$ cat src/design/tpc_consts.svh
`ifndef TPC_CONSTS_SVH
`define TPC_CONSTS_SVH

// Register indices; byte address is four times the index
`define TPC_EVT_IDX        16'h104d
`define TPC_CO_IDX         16'h104e

// Event pin control field positions
`define TPC_EVT_DIR_BIT    0
`define TPC_EVT_ROLE_BIT   1
`define TPC_EVT_DOUT_BIT   2
`define TPC_EVT_DIN_BIT    3

// Capture/reset and modulated pin field positions
`define TPC_CR_DIR_BIT     0
`define TPC_CR_ROLE_BIT    1
`define TPC_CR_DOUT_BIT    2
`define TPC_CR_DIN_BIT     3
`define TPC_PWM_DIR_BIT    4
`define TPC_PWM_ROLE_BIT   5
`define TPC_PWM_DOUT_BIT   6
`define TPC_PWM_DIN_BIT    7

// Reset value of every writable field
`define TPC_CTRL_RST       3'h0

// AHB-Lite encodings
`define TPC_HTRANS_NONSEQ  2'h2
`define TPC_HTRANS_SEQ     2'h3
`define TPC_HRESP_OKAY     1'h0

`endif

$ cat src/design/tpc_pkg.sv
package tpc_pkg;

  // One pin nibble: data out, role select, direction
  typedef struct packed {
    logic dout;
    logic role;
    logic dir;
  } tpc_nibble_t;

  // Drive of one pin
  typedef struct packed {
    logic out;
    logic oe;
  } tpc_drive_t;

  // Register selected by a bus transfer
  typedef enum logic [1:0] {
    TPC_SEL_NONE,
    TPC_SEL_EVT,
    TPC_SEL_CO
  } tpc_sel_t;

  // Data phase held from the accepted address phase
  typedef struct packed {
    logic     wr;
    tpc_sel_t sel;
  } tpc_dphase_t;

endpackage

$ cat src/design/tpc_pin_sync.sv
`timescale 1ns/1ps

module tpc_pin_sync #(
  parameter int WIDTH = 3
) (
  input  wire logic             ref_clk,
  input  wire logic             nrst,
  input  wire logic [WIDTH-1:0] pin_in,
  output logic      [WIDTH-1:0] pin_sync
);

  logic [WIDTH-1:0] stage1;

  // First stage: read only by the second stage
  always_ff @(posedge ref_clk)
  begin
    if (!nrst)
      stage1 <= '0;
    else
      stage1 <= pin_in;
  end

  // Second stage: safe for logic
  always_ff @(posedge ref_clk)
  begin
    if (!nrst)
      pin_sync <= '0;
    else
      pin_sync <= stage1;
  end

endmodule

$ cat src/design/tpc_top.sv
// Functional notes
// - One register write sets every function of a timer pin.
// - Each timer pin owns its own four-bit nibble of a control register.
// - Event pin in GPIO mode: direction bit 0 of first register, 1 output.
// - Event pin role bit 1: 0 GPIO, 1 timer event input.
// - Event pin driven with bit 2 only when direction 1 and role 0.
// - Bit 3 of first register reads event pin level; writes ignored.
// - Bits 4 to 7 of first register are reserved.
// - Capture/reset pin direction is bit 0 of second register, 1 output.
// - Modulated pin direction is bit 4 of second register, 1 output.
// - Modulated pin driven with bit 6 only when direction 1, role 0.
// - Modulated pin data out presets the level timer toggling starts from.
// - Bit 7 of second register reads modulated pin level; writes ignored.
// - Timer role with enabled compare toggle inverts modulated pin level.
//
// Added by the designer: the AHB-Lite register port.
`timescale 1ns/1ps
`include "tpc_consts.svh"

module tpc_top (
  input  wire logic        ref_clk,
  input  wire logic        nrst,
  // AHB-Lite slave
  input  wire logic        hsel,
  input  wire logic [31:0] haddr,
  input  wire logic [1:0]  htrans,
  input  wire logic        hwrite,
  input  wire logic [2:0]  hsize,
  input  wire logic [31:0] hwdata,
  input  wire logic        hready,
  output logic             hreadyout,
  output logic [31:0]      hrdata,
  output logic             hresp,
  // Event input pin
  input  wire logic        event_input_pin_in,
  output logic             event_input_pin_out,
  output logic             event_input_pin_oe,
  // Capture/counter-reset pin
  input  wire logic        capture_reset_pin_in,
  output logic             capture_reset_pin_out,
  output logic             capture_reset_pin_oe,
  // Modulated output pin
  input  wire logic        modulated_output_pin_in,
  output logic             modulated_output_pin_out,
  output logic             modulated_output_pin_oe,
  // Timer side
  input  wire logic        modulated_toggle,
  output logic             event_pin_input_value,
  output logic             capture_reset_pin_input_value,
  output logic             modulated_pin_input_value,
  output logic             event_pin_role_select,
  output logic             capture_reset_pin_role_select,
  output logic             modulated_pin_role_select
);

  ////////////////////////////////////////////////////////////////////////////
  // Declarations

  tpc_pkg::tpc_nibble_t  evt_ctrl;
  tpc_pkg::tpc_nibble_t  cr_ctrl;
  tpc_pkg::tpc_nibble_t  pwm_ctrl;
  tpc_pkg::tpc_nibble_t  next_evt_ctrl;
  tpc_pkg::tpc_nibble_t  next_cr_ctrl;
  tpc_pkg::tpc_nibble_t  next_pwm_ctrl;
  tpc_pkg::tpc_dphase_t  dphase;
  tpc_pkg::tpc_sel_t     addr_sel;
  tpc_pkg::tpc_drive_t   next_evt_drive;
  tpc_pkg::tpc_drive_t   next_cr_drive;
  tpc_pkg::tpc_drive_t   next_pwm_drive;
  logic [2:0]            pin_sync;
  logic                  addr_take;
  logic [7:0]            next_rdata;

  // GPIO output enable of one pin
  function automatic logic gpio_drives(tpc_pkg::tpc_nibble_t c);
    gpio_drives = c.dir & ~c.role;
  endfunction

  // Register select from a bus address
  function automatic tpc_pkg::tpc_sel_t decode(logic [31:0] a);
    if (a == {14'h0000, `TPC_EVT_IDX, 2'h0})
      decode = tpc_pkg::TPC_SEL_EVT;
    else if (a == {14'h0000, `TPC_CO_IDX, 2'h0})
      decode = tpc_pkg::TPC_SEL_CO;
    else
      decode = tpc_pkg::TPC_SEL_NONE;
  endfunction

  ////////////////////////////////////////////////////////////////////////////
  // Pin input synchronisers

  tpc_pin_sync #(
    .WIDTH (3)
  ) u_sync (
    .ref_clk  (ref_clk),
    .nrst     (nrst),
    .pin_in   ({modulated_output_pin_in, capture_reset_pin_in,
                event_input_pin_in}),
    .pin_sync (pin_sync)
  );

  ////////////////////////////////////////////////////////////////////////////
  // AHB-Lite address phase

  // Valid transfer accepted this cycle
  assign addr_take = hsel & hready & htrans[1];
  assign addr_sel  = decode(haddr);

  // Hold the accepted address phase for the data phase
  always_ff @(posedge ref_clk)
  begin
    if (!nrst)
    begin
      dphase.wr  <= 1'b0;
      dphase.sel <= tpc_pkg::TPC_SEL_NONE;
    end
    else if (hready)
    begin
      dphase.wr  <= addr_take & hwrite;
      dphase.sel <= addr_take ? addr_sel : tpc_pkg::TPC_SEL_NONE;
    end
  end

  // Zero wait states and OKAY for every transfer, in and out of reset
  always_ff @(posedge ref_clk)
  begin
    hreadyout <= 1'b1;
    hresp     <= `TPC_HRESP_OKAY;
  end

  ////////////////////////////////////////////////////////////////////////////
  // Control registers, written in the data phase

  always_comb
  begin
    next_evt_ctrl = evt_ctrl;
    next_cr_ctrl  = cr_ctrl;
    next_pwm_ctrl = pwm_ctrl;
    if (dphase.wr && dphase.sel == tpc_pkg::TPC_SEL_EVT)
    begin
      next_evt_ctrl.dir  = hwdata[`TPC_EVT_DIR_BIT];
      next_evt_ctrl.role = hwdata[`TPC_EVT_ROLE_BIT];
      next_evt_ctrl.dout = hwdata[`TPC_EVT_DOUT_BIT];
    end
    if (dphase.wr && dphase.sel == tpc_pkg::TPC_SEL_CO)
    begin
      next_cr_ctrl.dir   = hwdata[`TPC_CR_DIR_BIT];
      next_cr_ctrl.role  = hwdata[`TPC_CR_ROLE_BIT];
      next_cr_ctrl.dout  = hwdata[`TPC_CR_DOUT_BIT];
      next_pwm_ctrl.dir  = hwdata[`TPC_PWM_DIR_BIT];
      next_pwm_ctrl.role = hwdata[`TPC_PWM_ROLE_BIT];
      next_pwm_ctrl.dout = hwdata[`TPC_PWM_DOUT_BIT];
    end
  end

  always_ff @(posedge ref_clk)
  begin
    if (!nrst)
    begin
      evt_ctrl <= `TPC_CTRL_RST;
      cr_ctrl  <= `TPC_CTRL_RST;
      pwm_ctrl <= `TPC_CTRL_RST;
    end
    else
    begin
      evt_ctrl <= next_evt_ctrl;
      cr_ctrl  <= next_cr_ctrl;
      pwm_ctrl <= next_pwm_ctrl;
    end
  end

  ////////////////////////////////////////////////////////////////////////////
  // Read data, formed at the address phase

  // pin level, reserved read as zero
  // modulated pin level, capture pin level
  always_comb
  begin
    next_rdata = 8'h00;
    unique case (addr_sel)
      tpc_pkg::TPC_SEL_EVT:
      begin
        next_rdata[`TPC_EVT_DIR_BIT]  = next_evt_ctrl.dir;
        next_rdata[`TPC_EVT_ROLE_BIT] = next_evt_ctrl.role;
        next_rdata[`TPC_EVT_DOUT_BIT] = next_evt_ctrl.dout;
        next_rdata[`TPC_EVT_DIN_BIT]  = pin_sync[0];
      end
      tpc_pkg::TPC_SEL_CO:
      begin
        next_rdata[`TPC_CR_DIR_BIT]   = next_cr_ctrl.dir;
        next_rdata[`TPC_CR_ROLE_BIT]  = next_cr_ctrl.role;
        next_rdata[`TPC_CR_DOUT_BIT]  = next_cr_ctrl.dout;
        next_rdata[`TPC_CR_DIN_BIT]   = pin_sync[1];
        next_rdata[`TPC_PWM_DIR_BIT]  = next_pwm_ctrl.dir;
        next_rdata[`TPC_PWM_ROLE_BIT] = next_pwm_ctrl.role;
        next_rdata[`TPC_PWM_DOUT_BIT] = next_pwm_ctrl.dout;
        next_rdata[`TPC_PWM_DIN_BIT]  = pin_sync[2];
      end
      tpc_pkg::TPC_SEL_NONE:
        next_rdata = 8'h00;
      default:
        next_rdata = 8'h00;
    endcase
  end

  // Read data stands through the data phase
  always_ff @(posedge ref_clk)
  begin
    if (!nrst)
      hrdata <= 32'h0000_0000;
    else if (hready)
      hrdata <= (addr_take && !hwrite) ? {24'h00_0000, next_rdata}
                                       : 32'h0000_0000;
  end

  ////////////////////////////////////////////////////////////////////////////
  // Pin drive

  // event direction, event role, event data gated
  // capture direction, role selects, capture data
  always_comb
  begin
    next_evt_drive.oe  = gpio_drives(evt_ctrl);
    next_evt_drive.out = gpio_drives(evt_ctrl) & evt_ctrl.dout;
    next_cr_drive.oe   = gpio_drives(cr_ctrl);
    next_cr_drive.out  = gpio_drives(cr_ctrl) & cr_ctrl.dout;
  end

  // modulated direction, GPIO data, preset level
  // compare toggle inverts in timer role
  always_comb
  begin
    next_pwm_drive.oe = pwm_ctrl.role | pwm_ctrl.dir;
    if (pwm_ctrl.role)
      next_pwm_drive.out = modulated_output_pin_out ^ modulated_toggle;
    else
      next_pwm_drive.out = pwm_ctrl.dout;
  end

  // Pin outputs straight from flops
  always_ff @(posedge ref_clk)
  begin
    if (!nrst)
    begin
      event_input_pin_out      <= 1'b0;
      event_input_pin_oe       <= 1'b0;
      capture_reset_pin_out    <= 1'b0;
      capture_reset_pin_oe     <= 1'b0;
      modulated_output_pin_out <= 1'b0;
      modulated_output_pin_oe  <= 1'b0;
    end
    else
    begin
      event_input_pin_out      <= next_evt_drive.out;
      event_input_pin_oe       <= next_evt_drive.oe;
      capture_reset_pin_out    <= next_cr_drive.out;
      capture_reset_pin_oe     <= next_cr_drive.oe;
      modulated_output_pin_out <= next_pwm_drive.out;
      modulated_output_pin_oe  <= next_pwm_drive.oe;
    end
  end

  // Levels and role selects toward the timer
  always_ff @(posedge ref_clk)
  begin
    if (!nrst)
    begin
      event_pin_input_value         <= 1'b0;
      capture_reset_pin_input_value <= 1'b0;
      modulated_pin_input_value     <= 1'b0;
      event_pin_role_select         <= 1'b0;
      capture_reset_pin_role_select <= 1'b0;
      modulated_pin_role_select     <= 1'b0;
    end
    else
    begin
      event_pin_input_value         <= pin_sync[0];
      capture_reset_pin_input_value <= pin_sync[1];
      modulated_pin_input_value     <= pin_sync[2];
      event_pin_role_select         <= evt_ctrl.role;
      capture_reset_pin_role_select <= cr_ctrl.role;
      modulated_pin_role_select     <= pwm_ctrl.role;
    end
  end
endmodule

$ cat config.mk
export PLATFORM = sky130hd
export DESIGN_NAME = tpc_top
export DESIGN_NICKNAME = d
export VERILOG_FILES = /design/src/design/tpc_pkg.sv /design/src/design/tpc_pin_sync.sv /design/src/design/tpc_top.sv
export VERILOG_INCLUDE_DIRS = /design/src /design/src/design
export SDC_FILE = /design/constraint.sdc
export NUM_CORES = 1
export LEC_CHECK = 0
export BUFFER_PORTS_ARGS = -buffer_cell sky130_fd_sc_hd__clkbuf_2
export CAP_MARGIN = 0
export CORE_MARGIN = 2
export CORE_UTILIZATION = 35
export CTS_CLUSTER_DIAMETER = 100
export DETAILED_ROUTE_END_ITERATION = 10
export PLACE_DENSITY = 0.83
export SETUP_SLACK_MARGIN = 0.15
export SYNTH_ARGS = -nofsm -noshare
export SYNTH_HDL_FRONTEND = slang
export SYNTH_SLANG_ARGS = --single-unit
export TNS_END_PERCENT = 100
$ cat constraint.sdc
create_clock -name ref_clk -period 1.3 [get_ports ref_clk]
set_input_delay 0.195 -clock ref_clk [delete_from_list [all_inputs] [get_ports ref_clk]]
set_output_delay 0.195 -clock ref_clk [all_outputs]
set_load 0.02 [all_outputs]
# == After elaboration in Yosys (flattened, before gate mapping) ==
# Index checks and enable logic that the tools add are counted.
# word_totals
regBits,62
elab_cells,57
output_inout_bits,46
input_bits,78
# classes
reduce_logical,4
eq_ne,6
n_bitwise,11
muxes,10
# ops
op,count
$eq A32 B15 Y1 const B,2
$mux W3,3
$mux W8,1
$pmux W4 S2,1
$and A1 B1 Y1,7
$mux W2,3
$eq A2 B1 Y1 const B,2
$eq A2 B2 Y1 const B,2
$mux W4,1
$logic_and A1 B1 Y1,3
$not A1 Y1,2
$logic_not A1 Y1,1
$mux W1,1
$or A1 B1 Y1,1
$xor A1 B1 Y1,1

# == Depth between registers and ports, before layout ==
# logic_depth
ltp_word,6
depth_mapped,4
depth_no_buf,4

# == Cells and area by module ==
# A second synthesis with hierarchy kept.
# hier_totals
hier_cells,162
area_unflattened_um2,1560.2
# by_module_without_submodules
module,seq_area_each_um2,cells_each,instances,area_each_um2
tpc_top,640.6,150,1,1402.6
tpc_pin_sync,120.1,12,1,157.7

# == Least setup slack after synthesis ==
# OpenSTA, ideal clock, no wires.
# synth_path
path_type,reg-to-reg
from,register dphase[0] (netlist bit)
to,register hrdata[0]
path_stages_with_launch,5
setup_ns,0.117
required_ns,1.183
n_path_buf,0
slack_ns,0.105
period_less_slack_ns,1.195
arrival_time_ns,1.078
cell_sequence,dfxtp_1 > nand3b_2 > mux2i_1 > o22ai_1 > a22o_1
# synth_between
elab_chain_len,5
word_cells_on_any_way,8
cone_classes,eq/ne: 2; mux: 4; reduce/logical: 2
# synth_lines
element,line,source
"start, declared",tpc_top.sv:65,tpc_pkg::tpc_dphase_t dphase;
$eq A2 B2 Y1 / $eq A2 B1 Y1 (equally long branches),"tpc_top.sv:145, tpc_top.sv:139",
"$logic_and A1 B1 Y1, on equally long branches","tpc_top.sv:145, tpc_top.sv:139",
"$mux W3, on equally long branches","tpc_top.sv:145, tpc_top.sv:139",
$pmux W4 S2 *,tpc_top.sv:180,unique case (addr_sel)
$mux W8 *,tpc_top.sv:212,"hrdata <= (addr_take && !hwrite) ? {24'h00_0000, next_rdata}"
"end signal, assigned",tpc_top.sv:212,
"end, declared",tpc_top.sv:32,"output logic [31:0] hrdata,"
# Mark *: on every way between the ends. The rest lies on a longest branch, timed or not.
# A chain may end at the register's enable or synchronous reset.

# == Final worst setup path ==
# layout_path
from,register dphase[1] (netlist bit)
to,register hrdata[1]
# The elaborated chain is that of the path after synthesis.

==> flow_summary.ini <==
[status]
run_status = finished, final reports clean

[timing]
setup_violations = 0
post-route-period-util = 0.951
max_freq_ghz = 0.809
maxSlewViolCount = 0
finalWorstSetupSlack_ns = 0.0634
holdWs_ns = 0.121
min_period_ns = 1.24
rsz0062_at_grt = true
fin_skew_ns = 0.00346
hold_viol = 0
tns_ns = 0

[die]
initial_utilization = 0.358
die_width_um = 73.3
ioPinCount = 124
rows = 25
die_y_um = 73.3
dieArea_um2 = 5380
core_um2 = 4690

[yosys]
yosys.area_share.simple = 0.266
synthXorXnorAreaFrac = 0.00521
muxShareOfSynthArea = 0.0536
synth-adder-area-share = 0
synth_warnings = 0
yosysTopAreaCell = dfxtp_1
synth.area.top_cells = dfxtp_1, buf_4, mux2i_1
synth_cell_type_count = 36
synth.top_cell.area_share = 0.452
avgSynthCellArea_um2 = 11.0
synth-seq-cells = 38
yosysSeqAreaShare = 0.452
synthCells = 153
synth_top_family_by_area = simple AND/OR/NAND/NOR gates
synth_compound_area_frac = 0.0818
netlist_area_um2 = 1680

[clock_tree]
hold_buffers = 0
tritoncts = done
clk_path_buf_depth = 2
clk_pin_slew_ns = 0.07
root_buffer = clkbuf_8
cts_buffers = 5
cts-htree-levels = 2
clock_latency_ns = 0.28
cts_num_sinks = 38

[drt]
vias = 1256
wl_um = 3300
vias_per_cell = 4.39
detail-route-antenna-nets = 0
drt-pass1-iter-count = 4
drcViolationCount = 0
wl_per_cell_um = 11.5
drt_iter0_markers = 69

[layout]
multiInputGateArea_um2 = 822
nNetsFinal = 311
layout_commonest_cell = clkbuf_2
seq_area_um2 = 764
design_area_um2 = 2180
synthToLayoutAreaGrowth_pct = 29.5
drive_gt1_frac = 0.461
final_cell_mix = clkbuf_2, dfxtp_1, conb_1
fillers = 448
insertedDiodeCount = 0

[setup_path]
end_kind = flop
crit_arrival_ns = 1.41
crit_path_max_incr_delay_ns = 0.34
start_kind = flop
cp_cell_sequence = nand3b_1 > mux2i_1 > o22ai_1 > a22o_1
required_ns = 1.47
path_max_fanout = 3
cpMaxStageDelayCell = dfxtp_2
r2r_slack_ns = 0.06
worst-setup-path-type = flop to flop

[grt]
grt_util_all_layers = 0.129
use_met2 = 0.225
grt_pass1_wl_um = 5350
top_usage_layer = met2
grt_use_met1 = 0.144
grtUsageMet3 = 0.0494
grt_remaining_overflow = 0
grt_max_degree = 16
antenna_found_initial = 0
grt_pass1_vias = 1199

[place]
hpwlAfterDp_um = 2650
dp_slack_ns = -0.0989
gp_congestion = 0.821
port_buffers = 67
dpl_cell_area_um2 = 2030

[hold_path]
hold_path_class = primary input to flop

[power_and_ir_drop]
p_leak_nw = 1.14
ir_drop_mv = 0.299
power.density_nw_per_um2 = 1000

[flow_run]
maxCapViolCount = 0
==> cell type report <==
| cell class | count | share of cell area |
|---|---|---|
| multi-input combinational | 107 | 0.378 |
| sequential | 38 | 0.351 |
| timing repair buffer | 79 | 0.199 |
| clock buffer | 6 | 0.0379 |
| tap | 54 | 0.0310 |
| inverter | 2 | 0.00345 |
==> routing by layer <==
metal / up-vias / wire length (um)
met5: - / 0
met4: 0 / 24
met3: 5 / 178
met2: 40 / 1740
met1: 580 / 1360
li1: 631 / -
==> what timing repair did <==
| item | in CTS | in global routing |
|---|---|---|
| resized for setup | 3 | 3 |
| setup buffers | 6 | 1 |
| endpoints found under the setup margin | 4 | 10 |
| pin swaps | 5 | 2 |
==> through the flow <==
step	cells	utilization	total power [mW]
2_1_floorplan	177	-	1.39
3_3_place_gp	273	0.432	1.44
3_5_place_dp	273	0.432	1.44
4_1_cts	285	0.461	2.20
5_1_grt	286	0.464	2.27
6_report	286	0.464	2.18
==> Yosys cell counts (all sizes together) <==
library cell,n
o21a,3
nand3b,2
a22o,7
or3,1
xnor2,1
nor4b,1
nand2,3
a21boi,1
and4bb,1
clkbuf,2
o211a,1
nand4,3
buf,28
and2,14
inv,2
dfxtp,38
o22ai,4
a32o,1
conb,2
or3b,1
nand3,1
nor3,2
nand2b,3
nor2b,10
nor4,7
and2b,3
nor2,2
mux2i,9
==> state kept, by name (all words and copies together) (netlist names), 3 cells and up <==
register / cells
pwm_ctrl: 3
u_sync.pin_sync: 3
dphase: 3
hrdata: 8
u_sync.stage1: 3
cr_ctrl: 3
evt_ctrl: 3
==> power by group <==
group	switching, mW	internal, mW
combinational	0.144	0.0926
clock	0.358	0.408
sequential	0.00337	1.18
total	0.505	1.68
==> critical path, delay by kind of cell, from the launching register on <==
family,cells,cell delay (ns)
AOI/OAI and AO/OA,2,0.30
DFF,1,0.34
muxes,1,0.24
and+or+nand+nor,1,0.25
==> worst paths after layout <==
kind	start	endpoint	depth (start not counted)
setup reg to reg	dphase[1]$_SDFFE_PN0P_	hrdata[1]$_SDFFE_PN0P_	4
hold / removal	capture_reset_pin_in	u_sync.stage1[1]$_SDFF_PN0_	2
setup / recovery	dphase[1]$_SDFFE_PN0P_	hrdata[1]$_SDFFE_PN0P_	4
hold reg to reg	u_sync.stage1[0]$_SDFF_PN0_	u_sync.pin_sync[0]$_SDFF_PN0_	1
==> kinds of logic (layout without fill, tap and decap cells) <==
logic type      count (synthesis)  after routing
compound gates                 17             17
xor+xnor                        1              1
buf+inv                        32             87
flops                          38             38
mux                             9              9
other cells                     2             26
simple gates                   54             54
No activity file was read; power rests on OpenSTA's default activity.
